<file path="src/peil_consts.svh">
// Purpose: named constants of the port external interrupt logic
// Assumes: included by its bare name wherever a constant is used
// Notes: definitions only
`ifndef PEIL_CONSTS_SVH
`define PEIL_CONSTS_SVH

// data and address widths
`define PEIL_W 8
`define PEIL_AW 3

// register addresses
`define PEIL_ADDR_ENABLE 3'h0
`define PEIL_ADDR_FLAG 3'h1
`define PEIL_ADDR_EDGE 3'h2
`define PEIL_ADDR_STAT 3'h3
`define PEIL_ADDR_CLEAR 3'h4
`define PEIL_ADDR_IEN 3'h5

// reset values
`define PEIL_RST_ENABLE 8'h00
`define PEIL_RST_FLAG 8'h00
`define PEIL_RST_EDGE 8'h00
`define PEIL_RST_STAT 8'h00
`define PEIL_RST_IEN 8'h00
`define PEIL_RST_RDATA 8'h00
`define PEIL_RST_PREV 8'h00

// six-channel enable register layout
`define PEIL_SEL_HI_BIT 7
`define PEIL_SEL_LO_BIT 6
`define PEIL_LO_GRP_N 2

// channels that exist in each variant
`define PEIL_MASK_SIX 8'h3F
`define PEIL_MASK_EIGHT 8'hFF

`endif

</file>
<file path="src/peil_pkg.sv">
// Purpose: types shared by the port external interrupt logic
// Assumes: constants come from peil_consts.svh
// Notes: types only
`include "peil_consts.svh"

package peil_pkg;

	typedef enum logic [1:0] {
		PEIL_SIX = 2'b01,
		PEIL_EIGHT = 2'b10
	} peil_variant_t;

	typedef struct packed {
		logic [`PEIL_W-1:0] prev;
		logic armed;
	} peil_det_st_t;

	typedef struct packed {
		logic [`PEIL_W-1:0] en;
		logic [`PEIL_W-1:0] flag;
		logic [`PEIL_W-1:0] edge_sel;
		logic [`PEIL_W-1:0] stat;
		logic [`PEIL_W-1:0] ien;
		logic [`PEIL_W-1:0] rdata;
	} peil_st_t;

endpackage : peil_pkg

</file>
<file path="src/peil_top.sv">
// Purpose: external interrupt logic of an 8-bit port, six- or eight-channel variant
// Assumes: pins synchronous to clk; one-cycle read and write strobes, never together
// Notes: variant chosen by parameter; event status and mask registers added beside it
// Function
// [RULE1] six-channel: enable bit 7 is one edge select shared by channels 2 to 5
// [RULE2] six-channel: shared bit 0 means rising, 1 means falling, for channels 2-5
// [RULE3] six-channel: enable bit 6 selects edge for channels 0,1; 0 rising, 1 falling
// [RULE4] six-channel: enable bits 5 to 0 each enable their own channel
// [RULE5] six-channel: flag bits 7 and 6 are read-only zero
// [RULE6] six-channel: flags 2-5 set on the edge chosen by enable bit 7
// [RULE7] six-channel: flags 0,1 set on the edge chosen by enable bit 6
// [RULE8] a flag stays set until software writes 0; only reset clears otherwise
// [RULE9] software writing 1 sets a flag and requests like an edge if enabled
// [RULE10] eight-channel: enable bits 7 to 0 each enable their own channel
// [RULE11] eight-channel: edge register, one bit per channel, 0 rising, 1 falling
// [RULE12] eight-channel: each flag sets on its own pin's selected edge
// [RULE13] six-channel: at most six pins interrupt-capable, own flag and enable each
// [RULE14] eight-channel variant gives the per-pin interrupt function on all pins
// [RULE15] pins sampled on clk, edge from previous sample; request while flag and enable
// [RULE16] a hardware set wins over a same-cycle software flag write
`timescale 1ns/1ps
`include "peil_consts.svh"

module peil_top #(
	parameter peil_pkg::peil_variant_t VARIANT = peil_pkg::PEIL_SIX
) (
	// clock, reset, enable
	input wire logic clk,
	input wire logic nrst,
	input wire logic ce,
	// register port
	input wire logic [`PEIL_AW-1:0] addr,
	input wire logic [`PEIL_W-1:0] wdata,
	input wire logic wr,
	input wire logic rd,
	output logic [`PEIL_W-1:0] rdata,
	// port pins
	input wire logic [`PEIL_W-1:0] ext_irq_pin,
	// requests
	output logic ext_irq_req,
	output logic irq
);
	import peil_pkg::*;

	peil_st_t st_r;
	peil_st_t st_nxt;

	logic is_eight;
	logic [`PEIL_W-1:0] chan_mask;
	logic [`PEIL_W-1:0] six_sel;
	logic [`PEIL_W-1:0] fall_sel;
	logic [`PEIL_W-1:0] raw_hit;
	logic [`PEIL_W-1:0] hit_eff;
	logic [`PEIL_W-1:0] det_prev;
	logic det_armed;
	logic [`PEIL_W-1:0] rd_val;
	logic wr_en;
	logic wr_flag;
	logic wr_edge;
	logic wr_stat_clr;
	logic wr_ien;

	// variant decode
	assign is_eight = (VARIANT == PEIL_EIGHT); // [RULE14]
	// pins 7 and 6 of the six-channel port carry no interrupt at all
	assign chan_mask = is_eight ? `PEIL_MASK_EIGHT : `PEIL_MASK_SIX; // [RULE13]

	// shared selects of the six-channel port, spread out to one bit per channel
	for (genvar gi = 0; gi < `PEIL_W; gi++) begin : g_six_sel
		if (gi < `PEIL_LO_GRP_N) begin : g_lo
			assign six_sel[gi] = st_r.en[`PEIL_SEL_LO_BIT]; // [RULE3]
		end else begin : g_hi
			assign six_sel[gi] = st_r.en[`PEIL_SEL_HI_BIT]; // [RULE1] [RULE2]
		end
	end

	assign fall_sel = is_eight ? st_r.edge_sel : six_sel; // [RULE11]

	peil_edge_det u_det (
		.clk(clk),
		.nrst(nrst),
		.ce(ce),
		.pin(ext_irq_pin),
		.fall_sel(fall_sel),
		.hit(raw_hit),
		.prev(det_prev),
		.armed(det_armed)
	);

	// only existing channels may raise a flag
	assign hit_eff = raw_hit & chan_mask; // [RULE6] [RULE7] [RULE12]

	// register write decode
	assign wr_en = wr && (addr == `PEIL_ADDR_ENABLE);
	assign wr_flag = wr && (addr == `PEIL_ADDR_FLAG);
	assign wr_edge = wr && (addr == `PEIL_ADDR_EDGE) && is_eight;
	assign wr_stat_clr = wr && (addr == `PEIL_ADDR_CLEAR);
	assign wr_ien = wr && (addr == `PEIL_ADDR_IEN);

	// read mux; unmapped and write-only addresses read zero
	always_comb begin
		case (addr)
			`PEIL_ADDR_ENABLE: rd_val = st_r.en;
			`PEIL_ADDR_FLAG: rd_val = st_r.flag & chan_mask; // [RULE5]
			`PEIL_ADDR_EDGE: rd_val = is_eight ? st_r.edge_sel : '0;
			`PEIL_ADDR_STAT: rd_val = st_r.stat;
			`PEIL_ADDR_IEN: rd_val = st_r.ien;
			default: rd_val = '0;
		endcase
	end

	// next state; nothing moves while ce is low
	always_comb begin
		st_nxt = st_r;
		if (ce) begin
			st_nxt.rdata = rd ? rd_val : '0;
			if (wr_en) begin
				st_nxt.en = wdata; // [RULE4] [RULE10]
			end
			if (wr_edge) begin
				st_nxt.edge_sel = wdata; // [RULE11]
			end
			if (wr_ien) begin
				st_nxt.ien = wdata;
			end
			// a written 0 clears, a written 1 sets; hardware never clears
			if (wr_flag) begin
				st_nxt.flag = wdata & chan_mask; // [RULE8] [RULE9] [RULE5]
			end
			// edge set is ored in last so it wins over the write
			st_nxt.flag = st_nxt.flag | hit_eff; // [RULE16] [RULE6] [RULE7] [RULE12]
			// event status, set wins over clear
			st_nxt.stat = (st_r.stat & ~(wr_stat_clr ? wdata : '0)) | hit_eff;
		end
	end

	always_ff @(posedge clk or negedge nrst) begin
		if (!nrst) begin
			st_r.en <= `PEIL_RST_ENABLE;
			st_r.flag <= `PEIL_RST_FLAG;
			st_r.edge_sel <= `PEIL_RST_EDGE;
			st_r.stat <= `PEIL_RST_STAT;
			st_r.ien <= `PEIL_RST_IEN;
			st_r.rdata <= `PEIL_RST_RDATA;
		end else begin
			st_r <= st_nxt;
		end
	end

	assign rdata = st_r.rdata;
	// request follows the flag, whether an edge or software set it
	assign ext_irq_req = |(st_r.flag & st_r.en & chan_mask); // [RULE15] [RULE9] [RULE4] [RULE10]
	assign irq = |(st_r.stat & st_r.ien);

	// checks
	localparam int CH_LO = 0;
	localparam int CH_HI = 2;
	localparam int CH_TOP = 7;

	// per-channel checks; pins without a channel are held off by chan_mask
	for (genvar gc = 0; gc < `PEIL_W; gc++) begin : g_chk

	end
endmodule : peil_top

</file>
<file path="src/peil_edge_det.sv">
// Purpose: per-pin edge detector against the previous clock sample
// Assumes: pins are synchronous to clk
// Notes: no hit in the first enabled cycle after reset, the sample is not yet valid
`timescale 1ns/1ps
`include "peil_consts.svh"

module peil_edge_det (
	// clock, reset, enable
	input wire logic clk,
	input wire logic nrst,
	input wire logic ce,
	// pins and per-pin edge select, 1 selects falling
	input wire logic [`PEIL_W-1:0] pin,
	input wire logic [`PEIL_W-1:0] fall_sel,
	// detected edges and the sample they were judged against
	output logic [`PEIL_W-1:0] hit,
	output logic [`PEIL_W-1:0] prev,
	output logic armed
);
	import peil_pkg::*;

	peil_det_st_t st_r;
	peil_det_st_t st_nxt;

	always_comb begin
		st_nxt = st_r;
		if (ce) begin
			st_nxt.prev = pin; // [RULE15]
			st_nxt.armed = 1'b1;
		end
	end

	always_ff @(posedge clk or negedge nrst) begin
		if (!nrst) begin
			st_r.prev <= `PEIL_RST_PREV;
			st_r.armed <= 1'b0;
		end else begin
			st_r <= st_nxt;
		end
	end

	// a pin high out of reset must not look like a rising edge
	for (genvar gi = 0; gi < `PEIL_W; gi++) begin : g_hit
		assign hit[gi] = st_r.armed & (fall_sel[gi] ? (st_r.prev[gi] & ~pin[gi])
			: (~st_r.prev[gi] & pin[gi])); // [RULE15]
	end

	assign prev = st_r.prev;
	assign armed = st_r.armed;

endmodule : peil_edge_det

</file>
<file path="config.mk">
export PLATFORM = sky130hd
export DESIGN_NAME = peil_top
export DESIGN_NICKNAME = d
export VERILOG_FILES = /design/src/peil_pkg.sv /design/src/peil_top.sv /design/src/peil_edge_det.sv
export VERILOG_INCLUDE_DIRS = /design/src
export SDC_FILE = /design/constraint.sdc
export NUM_CORES = 1
export LEC_CHECK = 0
export ABC_AREA = 1
export BUFFER_PORTS_ARGS = -buffer_cell sky130_fd_sc_hd__buf_2
export CORE_UTILIZATION = 40
export CTS_CLUSTER_SIZE = 40
export DETAILED_ROUTE_END_ITERATION = 6
export GPL_ROUTABILITY_DRIVEN = 1
export PLACE_DENSITY_LB_ADDON = 0.05
export REMOVE_ABC_BUFFERS = 1
export SLEW_MARGIN = 20
export SYNTH_ARGS = -nofsm -noshare
export SYNTH_HDL_FRONTEND = slang
export SYNTH_SLANG_ARGS = --single-unit
</file>
<file path="constraint.sdc">
create_clock -name clk -period 1.25 [get_ports clk]
set_clock_uncertainty 0.1 [all_clocks]
set_input_delay 0.25 -clock clk [delete_from_list [all_inputs] [get_ports clk]]
set_output_delay 0.25 -clock clk [all_outputs]
set_load 0.005 [all_outputs]
</file>
Yosys cells after proc, flatten, opt, wreduce, memory -nomap -nowiden. Cells that the tools add are included.

Register bits: 47. Output and inout bits: 10.

Eq/ne operators: 4. Mux-type cells: 11. Bitwise gates (word level): 36. Reduce and logical (&&, ||, !) cells: 9.

Operator list (number): 8-bit two-way mux (4); 8-bit one-hot mux with 4 select lines (1); 1-bit AND (18); 8-bit AND (2); 8-bit by 6-bit bitwise OR with 8-bit output (2); 1-bit inverter (12); 8-bit inverter (1); 8-bit OR reduction (1); 6-bit AND (1); 3-bit equality test, second input constant (2); 1-bit two-way mux (6); 6-bit OR reduction (1); 1-bit logical AND (4); 2-bit AND reduction (2); 3-bit by 1-bit equality test with 1-bit output, second input constant (1); 3-bit by 2-bit equality test with 1-bit output, second input constant (1); 3-bit zero test (1).

Depth between registers and ports, before layout. Gate-level depths: netlist (run 1).

Word-level depth: 6. Mapped depth: 7. Depth with buffers taken out: 7.

By module. A second synthesis (run 1) with hierarchy kept.

Cells, all modules: 352. Area, all modules: 2598.7 sq um.

By module, submodules not included: peil_top (instances 1, cells an instance 268, area an instance 2060.7 sq um, seq. area each 950.9 sq um); peil_edge_det (instances 1, cells an instance 84, area an instance 538.0 sq um, seq. area each 225.2 sq um).

Least setup slack after synthesis (run 1). No wires, ideal clock.

Path kind: in2reg. Start point: in addr[0]. End point: reg st_r[45] in the netlist's numbering. Arrival time: 1.021 ns. Data required time: 1.028 ns. Slack: 0.008 ns. Cell stages on the path: 6. Buffers on the path: 2. Cell sequence: buf_4 > nor2_4 > nand3_2 > buf_2 > nand2_1 > o21ai_1.

Word-level cells in the longest chain between the ends: 3.

RTL lines: start: declaration (RTL line peil_top.sv:32) `` input wire logic [`PEIL_AW-1:0] addr, ``; 3-bit zero test (no line); 1-bit logical AND (RTL line peil_top.sv:94) `` assign wr_en = wr && (addr == `PEIL_ADDR_ENABLE); ``; 2-bit AND reduction (no line); end signal: assignment (RTL line peil_top.sv:146) `st_r <= st_nxt;`; end: declaration (RTL line peil_top.sv:45) `peil_st_t st_r;`.

No other way between the ends. A chain may end at the register's enable or synchronous reset.

Worst setup path in the final report (run 1).
Start point: reg st_r[17] in the netlist's numbering. End point: out irq.

Word-level cells in the longest chain between the ends: 2.

RTL lines: 8-bit AND (RTL line peil_top.sv:153) `assign irq = |(st_r.stat & st_r.ien);`; 8-bit OR reduction (RTL line peil_top.sv:153); end: declaration (RTL line peil_top.sv:41) `output logic irq`.

No other way between the ends.

==> results.md, run 1 <==
* Synth-to-layout area growth at 26.7%
* Final Wtd Congestion at between 0.7 and 0.8
* Total core area at 5570 um2
* Final Hold Fails at 0
* Crit path kind: flop to primary output
* Worst r2r path cells at 5
* Wirelength per Cell at approximately 13 um
* FP Rows at 27
* GRT overflow at 0
* Final ANT Viol Nets at 0
* CTS clk-pin slew, worst paths at about 80 ps
* Initial antenna violation count at 0
* Nets@finish at 373
* Total Wirelength at about 5600 um
* HP Class: input pin to flop
* DR pass1 iterations at 4
* CP Data Required Time at about 900 ps
* Cell Count, Final, Fillers Out at 422
* Vias per cell at between 4 and 5
* Pleak at between 1.5 and 2 nW
* Boundary Pins at 34
* Mapped cell area at around 2300 um2
* Vias in the first global route at ~1,800
* DRT iter0 DRCs at 86
* TritonCTS clock tree: built
* Clock buffer depth at 2
* Power Density at ~1200 nW/um2
* FMAX at ~620 MHz
* Global Route Usage Sum at between 20% and 30%
* CTS buffer count at 5
* H-tree depth at 2
* Post-route clock period utilization at 129%
* First-pass GRT wire length at between 9000 and 10,000 um
* Pre-CTS setup slack at -98.6 ps
* Drt drc at 0
* Worst setup EP type: primary output
* Setup_tns at -627 ps
* Die Height at between 70 and 80 um
* Root Buffer: clkbuf_8
* Post-CTS Setup Bufs at 0
* Antenna Cells at 0
* Final setup vio count at 2
* WP data arrival at roughly 1300 ps
* Failing checks: setup timing
* Largest net degree at the start of global routing at between 40 and 50
* VDD IR max at 554 uV
* Synth cell types at 27
* Hold path cells at 3
* Share of layout cells above drive strength 1 at between 30% and 40%
* Cell Count Post-Placement at between 400 and 500
* Outcome: finished, violations left
* Crit path time final at 1610 ps
* Seq/Total Area, Yosys at roughly 48%
* CP Launch Type: flop
* Clock latency at the later pin of the worst-skew pair at 290 ps
* Worst-Margin Slew at 272 ps
* Starting Density at between 40% and 50%
* Via count at slightly above 2,000
* Avg Inst Size Synth at just over 8 um2
* IO Port Bufs at 31
* Worst-path fanout max at 2
* Clock sink count at 45
* Fillcell total at 544
* Max Slew Vio Count at 0
* Die W at between 70 and 80 um
* Syn Inst Count at around 280
* Worst Slack Setup Final at -360 ps
* Max cap viols at 0
* RSZ-0062 raised after global routing: yes
* Max-Slew Margin vs Limit at about four fifths
* Hpwl dp at ~4300 um
* #FFs+latches synth at between 40 and 50
* Die area at about 6100 um2
* Yosys warns at 0
==> worst max-delay path, cell delays in order, from the launching register on <==
cell and delay [ps]:
dfrtp_1 390, a22o_1 260, nor2_2 130, nand2_1 60, buf_2 120
==> what timing repair did <==
item,in CTS,in global routing
gates cloned,0,0
setup endpoints to repair,2,3
hold endpoints to repair,45,0
hold buffers,1,0
pin swaps,0,3
gates resized for setup,1,4
==> sequential cells by signal, summed over array words and instances (netlist names) <==
signal       count
fall_sel         2
rdata            8
u_det.armed      1
u_det.prev       6
st_r            28
==> kinds of logic (layout without fill, tap and decap cells) <==
group,Yosys count,count (layout),share of synthesized area (%)
AOI/OAI and AO/OA,53,53,14.1
DFF,45,45,48.2
and+or+nand+nor,141,141,27.8
buffers and inverters,45,111,9.86
==> final timing paths <==
| path | slack, ps | endpoint | startpoint |
|---|---|---|---|
| min in group asynchronous | 350 | st_r[15] | nrst |
| worst max register to register | 100 | st_r[36] | fall_sel[2] |
| worst min-delay path | 80 | u_det.prev[4] | ext_irq_pin[4] |
| worst min register to register | 370 | u_det.armed | u_det.armed |
| worst max-delay path | -360 | irq | st_r[17] |
| max in group asynchronous | 480 | rdata[3] | nrst |
==> area by class of cell <==
class	instances	area [um2]	share of cell area, %
timing repair buffer	77	566	19.1
clock buffer	6	72.6	2.45
sequential	45	1130	38.1
multi-input combinational	194	990	33.5
tap	72	90.1	3.05
inverter	26	103	3.47
clock inverter	2	10.0	0.338
==> cell usage after synthesis (all sizes together) <==
master	count	area, um2
nand2	83	314
dfrtp	45	1130
inv	25	93.8
o21bai	1	7.51
buf	18	124
nand4	15	93.8
a22o	3	26.3
clkinv	1	8.76
a21oi	8	51.3
nor2	15	71.3
or2	1	6.26
clkbuf	1	3.75
nor3	1	16.3
o22ai	1	6.26
nand3	26	148
o211ai	6	45.0
o21ai	34	193
==> placed cells by master, fill, tap and decap left out, types with 2 or more instances in the layout <==
cell type	Yosys	layout
clkbuf_8	0	5
buf_4	11	40
a22o_1	3	3
o21ai_0	18	18
nand4_1	15	15
inv_1	22	22
buf_12	0	5
dfrtp_1	45	44
nand2_2	1	3
nor2_4	2	2
nor2_1	13	12
o21ai_1	10	10
inv_2	3	3
o21ai_2	6	6
buf_2	6	31
clkinv_2	0	2
a21oi_1	7	6
o211ai_1	6	6
nand2_1	82	80
nand3_1	24	24
==> stage by stage <==
stage / hold slack (ps) / power (mW) / cell area (um2) / utilization (%)
detailed placement: 149 / 2.69 / 2850 / 51.2
floorplan: -146 / 2.21 / 2210 / -
global route: 85.2 / 3.77 / 2960 / 53.1
finish: 78.8 / 3.55 / 2960 / 53.1
CTS: 73.4 / 3.57 / 2950 / 52.9
global placement: 150 / 2.67 / 2850 / 51.2
==> metal layers <==
metal	global-route usage [%]	up-vias	wire length, um
li1	-	1070	-
met1	28.4	905	2710
met2	31.5	47	2540
met3	3.95	5	332
met4	6.67	0	55
met5	0	-	0
==> report_power, final <==
| part | total, mW | internal, mW | switching, mW |
|---|---|---|---|
| registers | 1.80 | 1.66 | 0.141 |
| clock network | 0.872 | 0.388 | 0.484 |
| logic | 0.876 | 0.418 | 0.457 |
Note: power is estimated with default switching activity, not from simulation.
==> inputs of run 2 (changes only) <==
==> constraint.sdc (replaced) <==
create_clock -name clk -period 1.5 [get_ports clk]
set_clock_uncertainty 0.1 [all_clocks]
set_input_delay 0.3 -clock clk [delete_from_list [all_inputs] [get_ports clk]]
set_output_delay 0.3 -clock clk [all_outputs]
set_load 0.005 [all_outputs]
==> run 2 against run 1 <==
  * Highest routed layer unchanged
  * Sequential share of layout area rose by 1.6 points
  * First-iteration DRC count fell by 7.0%
  * The run still ends with setup timing left
  * Critical path depth did not move
  * Total power fell by 14%
  * Sequential cell count did not move
  * Largest power group unchanged
==> results.md, run 2 (synthesis results as in run 1) <==
* Outcome: finished, violations left
* Failing checks: setup timing
* Pleak at 1.43 nW
* Cell area after layout at about 2800 um2
* Hpwl dp at 3970 um
* Crit path time final at ~1600 ps
* Final Hold Fails at 0
* DR pass1 iterations at 5
* FMAX at ~620 MHz
* Final setup vio count at 2
* R2r startpoint: st_r[19]
* Die area at between 6000 and 7000 um2
* First-pass GRT wire length at approximately 9400 um
* Final ANT Viol Nets at 0
* Worst Slack Setup Final at -123 ps
* DRT iter0 DRCs at 80
* DP Area at around 2600 um2
* Hold path cells at 3
* Wirelength per Cell at roughly 14 um
* CP Data Required Time at between 1000 and 1500 ps
* HP Class: input pin to flop
* Share of layout cells above drive strength 1 at between 20% and 30%
* Vias in the first global route at 1,912
* H-tree depth at 2
* Starting Density at between 40% and 50%
* Largest net degree at the start of global routing at 46
* VDD IR max at between 500 and 600 uV
* IO Port Bufs at 31
* Leading cell type in the layout, fill and taps excluded: nand2_1
* Max cap viols at 0
* WHS Endpoint: st_r[14]
* Worst setup EP type: primary output
* Max Slew Vio Count at 0
* TritonCTS clock tree: built
* CTS buffer count at 5
* Boundary Pins at 34
* Final core utilization at between 50% and 60%
* Vias per cell at roughly 4.8
* Total Wirelength at approximately 5500 um
* FP Rows at 27
* WP data arrival at 1220 ps
* Total core area at about 5600 um2
* Setup_tns at -185 ps
* Synth-to-layout area growth at 21.4%
* Most frequent cells in the layout: 80 x nand2_1, 45 x dfrtp_1, 31 x buf_2
* Worst r2r path cells at 6
* Global Route Usage Sum at between 20% and 30%
* Nets@finish at about 360
* Internal reg-to-reg setup slack at roughly 290 ps
* GRT overflow at 0
* Max-Slew Margin vs Limit at 77.5%
* Root Buffer: clkbuf_8
* Final Wtd Congestion at between 0.7 and 0.8
* Clock latency at the later pin of the worst-skew pair at ~300 ps
* Crit path kind: flop to primary output
* Worst-Margin Slew at about 340 ps
* Drt drc at 0
* Worst-path fanout max at 2
* Power Density at around 1100 nW/um2
* Top reg by flops: st_r
* HP Start: wdata[6]
* Max FFs per register at 28
* Clock sink count at between 40 and 50
* Clock buffer depth at 2
* Post-route clock period utilization at 108%
* R2r endpoint: rdata[3]
* Antenna Cells at 0
* Die Height at 78.4 um
* Initial antenna violation count at 0
* RSZ-0062 raised after global routing: yes
* CTS clk-pin slew, worst paths at about 80 ps
* Die W at between 70 and 80 um
* Top Registers: st_r (28), rdata (8), u_det.prev (6)
* Via count at a little under 2,000
* CP Launch Type: flop
run 2: cell types whose count changed in the layout (fill, tap and decap cells not counted), sizes merged:
cell	change
buf	-14
bufinv	+1
clkbuf	-1
clkinv	-1
run 2: layer usage:
layer	vias up	wire, um	track usage [%]
met5	-	0	0
met3	9	239	4.19
li1	1036	-	-
met1	885	2760	28.2
met2	42	2430	31.6
met4	0	78	6.48
run 2: how the worst max path moves through the flow:
stage	startpoint	end	slack, ps	cells after the start
final	st_r[19]	irq	-120	4
after global routing	st_r[19]	irq	-180	4
after CTS	st_r[9]	irq	-150	4
after detailed placement	addr[0]	rdata[3]	90	6
after global placement	addr[0]	rdata[3]	100	6
after floorplan	addr[2]	st_r[10]	270	3
run 2: layout make-up:
class | instances | area [um2]
clock inverter | 2 | 35.0
tap | 72 | 90.1
sequential | 45 | 1130
inverter | 26 | 103
clock buffer | 5 | 68.8
timing repair buffer | 63 | 423
multi-input combinational | 194 | 990
fill | 567 | 2740
run 2: stage by stage:
stage                     setup slack [ps]  hold WS (ps)  std cells  total power [mW]
after floorplan                        272         -95.6        265              1.84
after global placement                 103           201        388              2.09
after detailed placement              87.5           201        388              2.10
after CTS                             -154           120        402              3.04
after global routing                  -180           127        407              3.23
final                                 -123           125        407              3.05
run 2: what timing repair did:
| action | CTS | global route |
|---|---|---|
| setup buffers | 6 | 5 |
| hold buffers | 1 | 0 |
| endpoints found under the setup margin | 2 | 2 |
| endpoints found under the hold margin | 45 | 0 |
| gates resized for setup | 0 | 4 |
| pin swaps | 4 | 2 |
run 2: critical path: stages (launching register included):
cell	delay, ps
dfrtp_1	390
a22o_1	240
nor2_2	110
nand2_1	60
buf_2	120
run 2: report_power, final:
part           switching, mW  leakage [nW]  internal, mW
Combinational          0.350         0.859         0.299
Clock                  0.413        0.0540         0.485
Sequential             0.128         0.521          1.38
Total                  0.891          1.43          2.16
